$ cat config.mk
export PLATFORM = sky130hd
export DESIGN_NAME = txdrv_config
export DESIGN_NICKNAME = d
export VERILOG_FILES = /design/src/txdrv_pkg.sv /design/src/txdrv_config.sv /design/src/txdrv_pin.sv
export SDC_FILE = /design/constraint.sdc
export NUM_CORES = 1
export LEC_CHECK = 0
export BUFFER_PORTS_ARGS = -buffer_cell sky130_fd_sc_hd__buf_2
export CELL_PAD_IN_SITES_DETAIL_PLACEMENT = 1
export CELL_PAD_IN_SITES_GLOBAL_PLACEMENT = 1
export CORE_UTILIZATION = 39
export DETAILED_ROUTE_END_ITERATION = 10
export PLACE_DENSITY = 0.95
export SLEW_MARGIN = 20
export SYNTH_ARGS = -nofsm -noshare
export SYNTH_HDL_FRONTEND = slang
export SYNTH_HIERARCHICAL = 1
export SYNTH_SLANG_ARGS = --single-unit
$ cat constraint.sdc
create_clock -name aclk -period 4.4 [get_ports aclk]
set_input_delay 0.44 -clock aclk [delete_from_list [all_inputs] [get_ports aclk]]
set_output_delay 0.44 -clock aclk [all_outputs]
set_load 0.01 [all_outputs]
$ cat src/txdrv_pkg.sv
package txdrv_pkg;
    // Register indices; the byte address is four times the index
    localparam logic [7:0] TXDRV_IDX_DRIVER_MODE = 8'h28;
    localparam logic [7:0] TXDRV_IDX_CARRIER_AMPLITUDE = 8'h29;
    localparam logic [7:0] TXDRV_IDX_TRANSMIT_CONTROL = 8'h2A;
    localparam logic [7:0] TXDRV_IDX_LOAD_AND_OVERSHOOT = 8'h2B;
    localparam int TXDRV_ADDR_W = 10;
    localparam int TXDRV_IDX_LSB = 2;

    // Writable bit masks; zero bits are reserved
    localparam logic [7:0] TXDRV_MASK_DRIVER_MODE = 8'hCF;
    localparam logic [7:0] TXDRV_MASK_CARRIER_AMPLITUDE = 8'hDF;
    localparam logic [7:0] TXDRV_MASK_TRANSMIT_CONTROL = 8'hFF;
    localparam logic [7:0] TXDRV_MASK_LOAD_AND_OVERSHOOT = 8'hFF;

    // Reset values
    localparam logic [7:0] TXDRV_RST_REG = 8'h00;

    // Field positions
    localparam int TXDRV_INV_TWO_BIT = 7;
    localparam int TXDRV_INV_ONE_BIT = 6;
    localparam int TXDRV_ENABLE_BIT = 3;
    localparam int TXDRV_MODE_MSB = 2;
    localparam int TXDRV_RED_MSB = 7;
    localparam int TXDRV_RED_LSB = 6;
    localparam int TXDRV_RESID_MSB = 4;
    localparam int TXDRV_OVB_MSB = 7;
    localparam int TXDRV_OVB_LSB = 4;
    localparam int TXDRV_CWMAX_BIT = 3;
    localparam int TXDRV_MINV_BIT = 2;
    localparam int TXDRV_SRC_MSB = 1;
    localparam int TXDRV_OVA_MSB = 7;
    localparam int TXDRV_OVA_LSB = 4;
    localparam int TXDRV_TRIM_MSB = 3;

    // Carrier reduction below supply, in mV, per code
    localparam logic [10:0] TXDRV_RED_MV_0 = 11'd100;
    localparam logic [10:0] TXDRV_RED_MV_1 = 11'd250;
    localparam logic [10:0] TXDRV_RED_MV_2 = 11'd500;
    localparam logic [10:0] TXDRV_RED_MV_3 = 11'd1000;
    localparam logic [10:0] TXDRV_RED_MV_NONE = 11'd0;

    // AXI responses
    localparam logic [1:0] TXDRV_RESP_OKAY = 2'b00;
    localparam logic [1:0] TXDRV_RESP_SLVERR = 2'b10;

    // Modulation sources
    typedef enum logic [1:0] {
        TXDRV_SRC_NONE = 2'b00,
        TXDRV_SRC_ENVELOPE = 2'b01,
        TXDRV_SRC_EXTERNAL = 2'b10,
        TXDRV_SRC_RESERVED = 2'b11
    } txdrv_src_t;

    // Driver output modes; 3'b011 and 3'b110 unsupported
    typedef enum logic [2:0] {
        TXDRV_MODE_OPEN_DRAIN = 3'b000,
        TXDRV_MODE_PUSH_PULL = 3'b001,
        TXDRV_MODE_HIGH_Z = 3'b010,
        TXDRV_MODE_BAD_A = 3'b011,
        TXDRV_MODE_FORCE_LOW = 3'b100,
        TXDRV_MODE_FORCE_HIGH = 3'b101,
        TXDRV_MODE_BAD_B = 3'b110,
        TXDRV_MODE_RESERVED = 3'b111
    } txdrv_mode_t;
endpackage : txdrv_pkg

$ cat src/txdrv_config.sv
`timescale 1ns/10ps
module txdrv_config
    import txdrv_pkg::*;
#(
    parameter int ADDR_W = TXDRV_ADDR_W
)
(
    // Clock and reset
    input wire logic aclk,
    input wire logic aresetn,
    // AXI4-Lite write address
    input wire logic [ADDR_W-1:0] s_axi_awaddr,
    input wire logic s_axi_awvalid,
    output logic s_axi_awready,
    // AXI4-Lite write data
    input wire logic [31:0] s_axi_wdata,
    input wire logic [3:0] s_axi_wstrb,
    input wire logic s_axi_wvalid,
    output logic s_axi_wready,
    // AXI4-Lite write response
    output logic [1:0] s_axi_bresp,
    output logic s_axi_bvalid,
    input wire logic s_axi_bready,
    // AXI4-Lite read
    input wire logic [ADDR_W-1:0] s_axi_araddr,
    input wire logic s_axi_arvalid,
    output logic s_axi_arready,
    output logic [31:0] s_axi_rdata,
    output logic [1:0] s_axi_rresp,
    output logic s_axi_rvalid,
    input wire logic s_axi_rready,
    // Modulation inputs
    input wire logic internal_envelope,
    input wire logic external_signal_input,
    // Driver pins
    output logic driver_pin_one_out,
    output logic driver_pin_one_oe,
    output logic driver_pin_two_out,
    output logic driver_pin_two_oe,
    // Analog settings
    output logic modulation,
    output logic [10:0] carrier_reduction_mv,
    output logic [4:0] residual_carrier,
    output logic [3:0] overshoot_length_b,
    output logic [3:0] overshoot_length_a,
    output logic [3:0] load_current_trim
);
    // Index field must fit above the byte-lane bits
    if (ADDR_W < TXDRV_IDX_LSB + 8)
    begin : g_addr_check
        $error("ADDR_W too small for the register map");
    end

    logic [7:0] driver_mode;
    logic [7:0] carrier_amplitude;
    logic [7:0] transmit_control;
    logic [7:0] load_and_overshoot;
    logic [ADDR_W-1:0] aw_addr;
    logic aw_held;
    logic [7:0] w_data;
    logic w_strb0;
    logic w_held;
    logic next_mod;
    logic drive_src;
    logic [10:0] next_red;

    // Byte address to register index; code 4 marks a miss
    function automatic logic [2:0] txdrv_decode(input logic [ADDR_W-1:0] a);
        logic [7:0] idx;
        idx = a[TXDRV_IDX_LSB +: 8];
        if (a[TXDRV_IDX_LSB-1:0] != '0)
            txdrv_decode = 3'h4;
        else if (idx == TXDRV_IDX_DRIVER_MODE)
            txdrv_decode = 3'h0;
        else if (idx == TXDRV_IDX_CARRIER_AMPLITUDE)
            txdrv_decode = 3'h1;
        else if (idx == TXDRV_IDX_TRANSMIT_CONTROL)
            txdrv_decode = 3'h2;
        else if (idx == TXDRV_IDX_LOAD_AND_OVERSHOOT)
            txdrv_decode = 3'h3;
        else
            txdrv_decode = 3'h4;
    endfunction : txdrv_decode

    // Write address/data capture in either order
    always_ff @(posedge aclk)
    begin
        if (!aresetn)
        begin
            aw_held <= 1'b0;
            w_held <= 1'b0;
            aw_addr <= '0;
            w_data <= TXDRV_RST_REG;
            w_strb0 <= 1'b0;
        end
        else if (aw_held && w_held)
        begin
            aw_held <= 1'b0;
            w_held <= 1'b0;
        end
        else
        begin
            if (s_axi_awvalid && s_axi_awready)
            begin
                aw_held <= 1'b1;
                aw_addr <= s_axi_awaddr;
            end
            if (s_axi_wvalid && s_axi_wready)
            begin
                w_held <= 1'b1;
                w_data <= s_axi_wdata[7:0];
                w_strb0 <= s_axi_wstrb[0];
            end
        end
    end

    // Ready only while a slot is free and no response is pending
    always_ff @(posedge aclk)
    begin
        if (!aresetn)
        begin
            s_axi_awready <= 1'b0;
            s_axi_wready <= 1'b0;
        end
        else
        begin
            s_axi_awready <= !aw_held && !s_axi_bvalid && !(s_axi_awvalid
                && s_axi_awready) && !(aw_held && w_held);
            s_axi_wready <= !w_held && !s_axi_bvalid && !(s_axi_wvalid
                && s_axi_wready) && !(aw_held && w_held);
        end
    end

    // Register update and write response; reserved bits masked off
    always_ff @(posedge aclk)
    begin
        if (!aresetn)
        begin
            driver_mode <= TXDRV_RST_REG;
            carrier_amplitude <= TXDRV_RST_REG;
            transmit_control <= TXDRV_RST_REG;
            load_and_overshoot <= TXDRV_RST_REG;
            s_axi_bvalid <= 1'b0;
            s_axi_bresp <= TXDRV_RESP_OKAY;
        end
        else if (aw_held && w_held)
        begin
            s_axi_bvalid <= 1'b1;
            s_axi_bresp <= TXDRV_RESP_OKAY;
            unique case (txdrv_decode(aw_addr))
                3'h0:
                    if (w_strb0)
                        driver_mode <= w_data & TXDRV_MASK_DRIVER_MODE;
                3'h1:
                    if (w_strb0)
                        carrier_amplitude <= w_data
                            & TXDRV_MASK_CARRIER_AMPLITUDE;
                3'h2:
                    if (w_strb0)
                        transmit_control <= w_data
                            & TXDRV_MASK_TRANSMIT_CONTROL;
                3'h3:
                    if (w_strb0)
                        load_and_overshoot <= w_data
                            & TXDRV_MASK_LOAD_AND_OVERSHOOT;
                default:
                    s_axi_bresp <= TXDRV_RESP_SLVERR;
            endcase
        end
        else if (s_axi_bvalid && s_axi_bready)
            s_axi_bvalid <= 1'b0;
    end

    // Read channel; one cycle from address to data
    always_ff @(posedge aclk)
    begin
        if (!aresetn)
        begin
            s_axi_arready <= 1'b0;
            s_axi_rvalid <= 1'b0;
            s_axi_rdata <= '0;
            s_axi_rresp <= TXDRV_RESP_OKAY;
        end
        else if (s_axi_arvalid && s_axi_arready)
        begin
            s_axi_arready <= 1'b0;
            s_axi_rvalid <= 1'b1;
            s_axi_rresp <= TXDRV_RESP_OKAY;
            unique case (txdrv_decode(s_axi_araddr))
                3'h0: s_axi_rdata <= {24'h000000, driver_mode};
                3'h1: s_axi_rdata <= {24'h000000, carrier_amplitude};
                3'h2: s_axi_rdata <= {24'h000000, transmit_control};
                3'h3: s_axi_rdata <= {24'h000000, load_and_overshoot};
                default:
                begin
                    s_axi_rdata <= '0;
                    s_axi_rresp <= TXDRV_RESP_SLVERR;
                end
            endcase
        end
        else if (s_axi_rvalid)
        begin
            if (s_axi_rready)
                s_axi_rvalid <= 1'b0;
        end
        else
            s_axi_arready <= 1'b1;
    end

    // Modulation source select, then optional inversion
    always_comb
    begin
        unique case (txdrv_src_t'(transmit_control[TXDRV_SRC_MSB:0]))
            TXDRV_SRC_ENVELOPE: drive_src = internal_envelope;
            TXDRV_SRC_EXTERNAL: drive_src = external_signal_input;
            default: drive_src = 1'b0;
        endcase
        next_mod = drive_src ^ transmit_control[TXDRV_MINV_BIT];
    end

    // Full carrier overrides the reduction select
    always_comb
    begin
        if (transmit_control[TXDRV_CWMAX_BIT])
            next_red = TXDRV_RED_MV_NONE;
        else
        begin
            unique case (carrier_amplitude[TXDRV_RED_MSB:TXDRV_RED_LSB])
                2'd0: next_red = TXDRV_RED_MV_0;
                2'd1: next_red = TXDRV_RED_MV_1;
                2'd2: next_red = TXDRV_RED_MV_2;
                2'd3: next_red = TXDRV_RED_MV_3;
            endcase
        end
    end

    // Settings registered out so every output is a flop
    always_ff @(posedge aclk)
    begin
        if (!aresetn)
        begin
            modulation <= 1'b0;
            carrier_reduction_mv <= TXDRV_RED_MV_0;
            residual_carrier <= '0;
            overshoot_length_b <= '0;
            overshoot_length_a <= '0;
            load_current_trim <= '0;
        end
        else
        begin
            modulation <= next_mod;
            carrier_reduction_mv <= next_red;
            residual_carrier <= carrier_amplitude[TXDRV_RESID_MSB:0];
            overshoot_length_b <=
                transmit_control[TXDRV_OVB_MSB:TXDRV_OVB_LSB];
            overshoot_length_a <=
                load_and_overshoot[TXDRV_OVA_MSB:TXDRV_OVA_LSB];
            load_current_trim <= load_and_overshoot[TXDRV_TRIM_MSB:0];
        end
    end

    // Both pins share enable and mode; unsupported codes float them
    txdrv_pin u_pin_one (
        .aclk(aclk),
        .aresetn(aresetn),
        .enable(driver_mode[TXDRV_ENABLE_BIT]),
        .invert(driver_mode[TXDRV_INV_ONE_BIT]),
        .mode(driver_mode[TXDRV_MODE_MSB:0]),
        .carrier(next_mod),
        .pin_out(driver_pin_one_out),
        .pin_oe(driver_pin_one_oe)
    );

    txdrv_pin u_pin_two (
        .aclk(aclk),
        .aresetn(aresetn),
        .enable(driver_mode[TXDRV_ENABLE_BIT]),
        .invert(driver_mode[TXDRV_INV_TWO_BIT]),
        .mode(driver_mode[TXDRV_MODE_MSB:0]),
        .carrier(next_mod),
        .pin_out(driver_pin_two_out),
        .pin_oe(driver_pin_two_oe)
    );

    // Disabled drivers never drive
    a_enable_gate: assert property (@(posedge aclk) disable iff (!aresetn)
        !driver_mode[TXDRV_ENABLE_BIT] |=> !driver_pin_one_oe
        && !driver_pin_two_oe) else $error("pin driven while off");
    a_pp_two_inv: assert property (@(posedge aclk) disable iff (!aresetn)
        driver_mode[3:0] == 4'h9 |=> driver_pin_two_oe
        && driver_pin_two_out == ($past(next_mod)
        ^ $past(driver_mode[TXDRV_INV_TWO_BIT])))
        else $error("pin two polarity wrong");
    a_pp_one_inv: assert property (@(posedge aclk) disable iff (!aresetn)
        driver_mode[3:0] == 4'h9 |=> driver_pin_one_out == ($past(next_mod)
        ^ $past(driver_mode[TXDRV_INV_ONE_BIT])))
        else $error("pin one polarity wrong");
    a_highz_mode: assert property (@(posedge aclk) disable iff (!aresetn)
        driver_mode[2:0] == 3'b010 |=> !driver_pin_one_oe)
        else $error("high-Z mode drives");
    a_cwmax_red: assert property (@(posedge aclk) disable iff (!aresetn)
        transmit_control[TXDRV_CWMAX_BIT] |=> carrier_reduction_mv == '0)
        else $error("reduction with full carrier");
    a_red_code3: assert property (@(posedge aclk) disable iff (!aresetn)
        !transmit_control[3] && carrier_amplitude[7:6] == 2'd3
        |=> carrier_reduction_mv == 11'd1000)
        else $error("reduction code 3 wrong");
    a_mod_none: assert property (@(posedge aclk) disable iff (!aresetn)
        transmit_control[1:0] == 2'b00 |=> modulation
        == $past(transmit_control[2])) else $error("no-source wrong");
    a_reserved_zero: assert property (@(posedge aclk) disable iff (!aresetn)
        driver_mode[5:4] == 2'b00 && carrier_amplitude[5] == 1'b0)
        else $error("reserved bit set");
    a_resid_track: assert property (@(posedge aclk) disable iff (!aresetn)
        ##1 residual_carrier == $past(carrier_amplitude[4:0]))
        else $error("residual not tracking");
    c_write_done: cover property (@(posedge aclk) s_axi_bvalid
        && s_axi_bready);
    c_read_done: cover property (@(posedge aclk) s_axi_rvalid
        && s_axi_rready);
    c_pins_on: cover property (@(posedge aclk) driver_pin_one_oe
        && driver_pin_two_oe);
endmodule : txdrv_config

$ cat src/txdrv_pin.sv
`timescale 1ns/10ps
// One antenna driver pin: mode, enable and polarity
module txdrv_pin
    import txdrv_pkg::*;
(
    // Clock and reset
    input wire logic aclk,
    input wire logic aresetn,
    // Control
    input wire logic enable,
    input wire logic invert,
    input wire logic [2:0] mode,
    input wire logic carrier,
    // Pin
    output logic pin_out,
    output logic pin_oe
);
    logic level;

    // Polarity applied before the mode decides the drive
    assign level = carrier ^ invert;

    // Registered pin drive; disabled or unsupported mode floats the pin
    always_ff @(posedge aclk)
    begin
        if (!aresetn)
        begin
            pin_out <= 1'b0;
            pin_oe <= 1'b0;
        end
        else if (!enable)
        begin
            pin_out <= 1'b0;
            pin_oe <= 1'b0;
        end
        else
        begin
            unique case (txdrv_mode_t'(mode))
                TXDRV_MODE_OPEN_DRAIN:
                begin
                    pin_out <= 1'b0;
                    pin_oe <= ~level;
                end
                TXDRV_MODE_PUSH_PULL:
                begin
                    pin_out <= level;
                    pin_oe <= 1'b1;
                end
                TXDRV_MODE_FORCE_LOW:
                begin
                    pin_out <= invert;
                    pin_oe <= 1'b1;
                end
                TXDRV_MODE_FORCE_HIGH:
                begin
                    pin_out <= ~invert;
                    pin_oe <= 1'b1;
                end
                default:
                begin
                    pin_out <= 1'b0;
                    pin_oe <= 1'b0;
                end
            endcase
        end
    end
endmodule : txdrv_pin

==> qor.yml, run 1 <==
run_status:
  status: "completed"
route:
  drc: 0
  vias_per_cell: 4.86
  drtIter0Drc: 47
  num_vias: 2988
  wl_mm: 9.41
  avgRoutedWirePerCell_um: 15.3
  postRouteAntennaNets: 0
  first_pass_iters: 4
critical_path:
  r2r_start: "w_held"
  end_kind: "flip-flop"
  timing.rr.end: "transmit_control[2]"
  r2r_setup_slack_ps: 2170
  worst-setup-path-type: "flip-flop to flip-flop"
  crit_fanout: 25
  r2r.worst_path.cells: 3
  start_kind: "flip-flop"
  arrival_ps: 2530
  cpLargestDelayFamily: "simple AND/OR/NAND/NOR gates"
  critPathRequiredTime_ps: 4690
  max_stage_delay_ps: 780
  cp_num_buf_inv: 0
  critPathSlowestCell: "and2_1"
  crit_chain: "and2_1, and4_1, mux2i_1"
  cp.depth: 3
grt:
  grt_pass1_wl_mm: 14.9
  grt_pass1_vias: 3034
  use_met3_pct: 3.83
  grtUsageMet1_pct: 21.8
  grt_start_max_net_pins: 47
  gr-usage-all-layers_pct: 19.0
  antenna_found_initial: 0
  grt_remaining_overflow: 0
  grt-busiest-layer: "met2"
  grt_util_met2_pct: 35.2
synthesis:
  synth_ff_type: "dfxtp_1"
  seq_area_frac_synth_pct: 48.9
  post-synth-top-area-cell: "dfxtp_1"
  synth_most_common_cell: "dfxtp_1"
  ys_types: 44
  yosys_warnings: 6
  synth_area_um2: 3890
  synth_area_leaders: "dfxtp_1 (49%), mux2i_1 (7.5%), buf_4 (5.6%)"
  syn_avg_cell_area_um2: 9.68
  synth-edff-count: 0
  yosys.area.top_type_share_pct: 48.9
  ys_async_sr_fraction_pct: 0
  synthTopCellsByCount: "dfxtp_1 (95), nand2_1 (55), buf_4 (29), mux2i_1 (29), inv_1 (28)"
  synth.ff_latch_count: 95
  synthesis.instances: 402
timing:
  fin_skew_ps: 11.6
  finalSetupTns_ps: 0
  period_share_pct: 50.7
  worstMarginPinSlew_ps: 952
  setup_viol: 0
  fmax_mhz: 448
  period_needed_ps: 2230
  finalMaxSlewViolations: 0
  max-slew-margin-rel_pct: 36.5
  rsz0062_at_grt: "false"
  hold_viol: 0
clocking:
  ctsHoldBuffers: 0
  cts_buffer_depth: 2
  post-cts-setup-buffer-count: 0
  cts.sinks: 95
  clk_pin_slew_worst_paths_ps: 100
  cts_buffers: 9
  cts-root-buf: "clkbuf_8"
  clock_latency_ps: 370
  cts_tree: "yes"
  post_cts_resized: 0
  htree_levels: 3
floorplan:
  ios: 139
  start_util_pct: 40.0
  coreArea_um2: 9730
  die_x_um: 102
  dieArea_um2: 10400
  chipHeight_um: 102
  rows: 36
finish:
  ff_latch_area_um2: 1900
  syn_to_final_growth_pct: 14.9
  antenna_cells: 0
  fillers: 1171
  multiInputGateArea_um2: 1690
  layout-drive-gt1-share_pct: 24.1
  nNetsFinal: 548
power_and_ir_drop:
  p_int_uw: 1130
  p_sw_share_pct: 26.5
  powerDensity_nw_per_um2: 343
  power_uw: 1530
  ir_drop_uv: 172
  clkPwrFrac_pct: 36.1
  combPwrFrac_pct: 6.3
  p_leak_uw: 0.00218
  p_sw_uw: 406
  seq_power_share_pct: 57.7
flow_run:
  max-cap-violations: 0
min_path:
  hp-start: "s_axi_awaddr[2]"
  worstHoldEndpoint: "aw_addr[2]"
  min_path_type: "input pin to flip-flop"
  whs_path_depth: 3
placed_design:
  dp_hpwl_mm: 6.99
  place.port_buffers: 83
  globalplace.congestion: 0.744
==> placed cells by master (no fill, tap or decap), types with 3 or more instances in the layout <==
cell type and instances:
dfxtp_1 95, buf_2 83, nand2_1 55, mux2i_1 29, inv_1 28, conb_1 28
a21oi_1 26, o21ai_0 21, nand3_1 20, o21ai_1 11, clkbuf_8 9, and2_1 7
nor2_1 6, mux4_2 6, ha_1 6, mux2_2 4, xor2_1 4, nand2b_1 3
nor3_1 3, nand4_4 3, nor2b_1 3
==> power by group through the flow <==
stage | Sequential, uW | Clock (uW) | Combinational, uW
after floorplan | 904 | 0 | 79.4
after global placement | 903 | 0 | 92.9
after detailed placement | 905 | 0 | 96.3
after CTS | 885 | 563 | 96.7
after global routing | 887 | 604 | 107
final | 885 | 553 | 96.0
==> worst min-delay path, delay by kind of cell <==
| kind | cells | cell delay, ps |
|---|---|---|
| compound gates | 1 | 50 |
| buf+inv | 1 | 90 |
| simple gates | 1 | 60 |
==> layer usage <==
metal	share of wire (%)	wire length, um	vias to the layer above
li1	-	-	1447
met1	42	3940	1436
met2	52	4930	97
met3	4.7	439	8
met4	1.0	98	0
met5	0	0	-
==> cell families (layout without fill, tap and decap cells) <==
family / Yosys count / count (layout) / share of synthesized area (%)
compound gates: 66 / 66 / 9.10
xor+xnor: 4 / 4 / 0.901
fa+ha+maj: 6 / 6 / 1.93
buf+inv: 76 / 129 / 10.4
flops: 95 / 95 / 48.9
mux: 39 / 39 / 12.1
other cells: 1 / 28 / 0.0964
simple gates: 115 / 115 / 16.6
==> final cells by class <==
type                    instances  share of cell area [%]
clock buffers                  10                    2.85
clock inverters                 6                    1.29
inverters                      29                    2.43
multi-input cells             258                    37.7
flip-flops and latches         95                    42.5
well taps                     133                    3.72
repair buffers                 84                    9.46
==> through the flow <==
stage	setup slack, ps	cell area (um2)	util, %	std cells	hold WS (ps)
final	2170	4470	45.9	615	315
after global routing	2010	4470	45.9	615	316
after CTS	2160	4470	45.9	615	316
after detailed placement	2160	4290	44.0	599	449
after global placement	2280	4290	44.0	599	437
after floorplan	2790	3990	-	429	410
==> worst max-delay path by stage <==
stage / startpoint / end
after floorplan: transmit_control[0] / u_pin_one/pin_out
after global placement: w_held / transmit_control[3]
after detailed placement: w_held / transmit_control[4]
after CTS: w_held / transmit_control[2]
after global routing: w_held / transmit_control[7]
final: w_held / transmit_control[2]
==> flip-flops by register name (all words and copies together) (netlist names), 4 cells and up <==
signal / count
overshoot_length_b: 4
residual_carrier: 5
aw_addr: 10
driver_mode: 6
overshoot_length_a: 4
s_axi_rdata: 8
transmit_control: 8
load_current_trim: 4
w_data: 8
carrier_amplitude: 7
carrier_reduction_mv: 8
load_and_overshoot: 8
(Power assumes the default switching activity.)
==> run 2: changes to the inputs <==
--- a/config.mk
+++ b/config.mk
@@ -8,9 +8,9 @@
 export BUFFER_PORTS_ARGS = -buffer_cell sky130_fd_sc_hd__buf_2
 export CELL_PAD_IN_SITES_DETAIL_PLACEMENT = 1
 export CELL_PAD_IN_SITES_GLOBAL_PLACEMENT = 1
-export CORE_UTILIZATION = 39
+export CORE_UTILIZATION = 37
 export DETAILED_ROUTE_END_ITERATION = 10
-export PLACE_DENSITY = 0.95
+export PLACE_DENSITY = 0.91
 export SLEW_MARGIN = 20
 export SYNTH_ARGS = -nofsm -noshare
 export SYNTH_HDL_FRONTEND = slang
==> constraint.sdc (replaced) <==
create_clock -name aclk -period 2.1 [get_ports aclk]
set_input_delay 0.21 -clock aclk [delete_from_list [all_inputs] [get_ports aclk]]
set_output_delay 0.21 -clock aclk [all_outputs]
set_load 0.01 [all_outputs]
==> run 2 against run 1 <==
Combinational power rose by 120%; sequential power rose by 110%; global-route usage fell by 1.4 points; routed wire length fell by 0.30%; first-iteration DRC count rose by 140%; total power rose by 130%; critical endpoint is now u_pin_one/pin_out.
==> qor.yml, run 2 (synthesis results as in run 1) <==
run_status:
  status: "completed"
grt:
  grt_remaining_overflow: 0  # unchanged
  grt_start_max_net_pins: 31  # -34%
  antenna_found_initial: 0  # unchanged
  grt_pass1_wl_mm: 15.0  # +0.79%
  grt_pass1_vias: 3020  # -0.46%
  gr-usage-all-layers_pct: 17.6  # -1.4 points
timing:
  period_needed_ps: 1890  # -341 ps
  max-slew-margin-rel_pct: 55.5  # +19 points
  period_share_pct: 90.1  # +39 points
  rsz0062_at_grt: "false"
  finalSetupTns_ps: 0  # unchanged
  fin_skew_ps: 9.81  # -1.80 ps
  fin_hold_ws_ps: 87.4  # -227 ps
  fmax_mhz: 529  # +18%
  finalMaxSlewViolations: 0  # unchanged
  setup_viol: 0  # unchanged
  worstMarginPinSlew_ps: 666  # -286 ps
  hold_viol: 0  # unchanged
finish:
  largest_reg_flops: 10  # unchanged
  fin_util_pct: 44.3  # -1.6 points
  syn_to_final_growth_pct: 17.0
  top_register: "aw_addr"
  most-common-layout-cells: "dfxtp_1 (95), buf_2 (83), nand2_1 (55)"
  antenna_cells: 0  # unchanged
  final_common_cell: "dfxtp_1"
  layout-drive-gt1-share_pct: 24.5  # +0.47 points
  nNetsFinal: 552  # +0.73%
clocking:
  clk_pin_slew_worst_paths_ps: 90  # about the same
  ctsHoldBuffers: 0  # unchanged
  clock_latency_ps: 370  # about the same
  post-cts-setup-buffer-count: 0  # unchanged
  cts_buffer_depth: 2  # unchanged
  cts-root-buf: "clkbuf_8"
  post_cts_resized: 0  # unchanged
  cts.sinks: 95  # unchanged
  cts_buffers: 9  # unchanged
  cts_tree: "yes"
  htree_levels: 3  # unchanged
route:
  num_vias: 3011  # +0.77%
  postRouteAntennaNets: 0  # unchanged
  avgRoutedWirePerCell_um: 15.1  # -1.3%
  drtIter0Drc: 111  # +140%
  first_pass_iters: 4  # unchanged
  vias_per_cell: 4.85  # -0.20%
  drc: 0  # unchanged
  wl_mm: 9.38  # -0.30%
floorplan:
  chipHeight_um: 105  # +2.6%
  rows: 37  # +2.8%
  ios: 139  # unchanged
  start_util_pct: 37.9  # -2.1 points
  coreArea_um2: 10300  # +5.6%
  dieArea_um2: 10900  # +5.3%
  die_x_um: 105  # +2.6%
placed_design:
  dp_hpwl_mm: 6.92  # -0.96%
  globalplace.congestion: 0.795  # +6.8%
  place.port_buffers: 83  # unchanged
critical_path:
  crit_chain: "inv_1, ha_1, or3_1, nand2_1, nor2b_1, o21ai_1, a21oi_1"
  end_kind: "flip-flop"
  start_kind: "flip-flop"
  crit_fanout: 6  # -76%
  arrival_ps: 2190  # -340 ps
  critPathRequiredTime_ps: 2390  # -2300 ps
  critPathSlowestCell: "dfxtp_1"
  cpLargestDelayFamily: "simple AND/OR/NAND/NOR gates"
  worst-setup-path-type: "flip-flop to flip-flop"
  cp_num_buf_inv: 1  # +1
  max_stage_delay_ps: 390  # -390 ps
min_path:
  min_path_type: "input pin to flip-flop"
power_and_ir_drop:
  ir_drop_uv: 332  # +92%
  p_leak_uw: 0.00222  # +1.8%
  powerDensity_nw_per_um2: 768  # +120%
flow_run:
  max-cap-violations: 0  # unchanged
## run 2: cell count changes in the layout (fill, tap and decap cells not counted)
cell        change
inv_8           -2
inv_6           -1
buf_4           +4
clkinvlp_4      +1
clkinv_4        -2
bufinv_16       +3
## run 2: final cells by class
type                       count  area (um2)
timing repair buffer          88         453
clock buffer                  10         128
fill                        1253        5720
inverter                      29         109
clock inverter                 5         106
multi-input combinational    258        1690
tap                          136         170
sequential                    95        1900
## run 2: where the power goes
group          switching (uW)  internal [uW]  leakage (uW)  total [uW]
Combinational             131           76.1       0.00133         207
Sequential               23.2           1830      0.000768        1850
Clock                     648            790      0.000113        1440
## run 2: per-stage QoR
stage               cell area (um2)  setup WS (ps)  instances  total power [uW]
finish                         4550            208        621              3500
global route                   4550            111        621              3630
CTS                            4550            236        621              3520
detailed placement             4320            274        606              2100
global placement               4320            398        606              2090
floorplan                      3990            492        429              2060
## run 2: path summary, 6_finish.rpt
kind                            start               endpoint  slack, ps  cells after the start
setup / recovery  transmit_control[0]      u_pin_one/pin_out        210                      7
hold / removal        s_axi_awaddr[6]             aw_addr[6]         90                      3
setup reg to reg  transmit_control[0]      u_pin_one/pin_out        210                      7
hold reg to reg   transmit_control[7]  overshoot_length_b[3]        460                      2
## run 2: worst register-to-register path, cell delays in order, from the launching register on
cell,delay (ps)
dfxtp_1,390
inv_1,60
ha_1,310
or3_1,380
nand2_1,240
nor2b_1,210
o21ai_1,90
a21oi_1,150
## run 2: per-layer routing
layer  up-vias  wire length [um]  track usage [%]
met4         0               155             7.04
met2        95              4740             31.7
met5         -                 0                0
met1      1454              4000             19.9
met3        14               492             4.12
li1       1448                 -                -
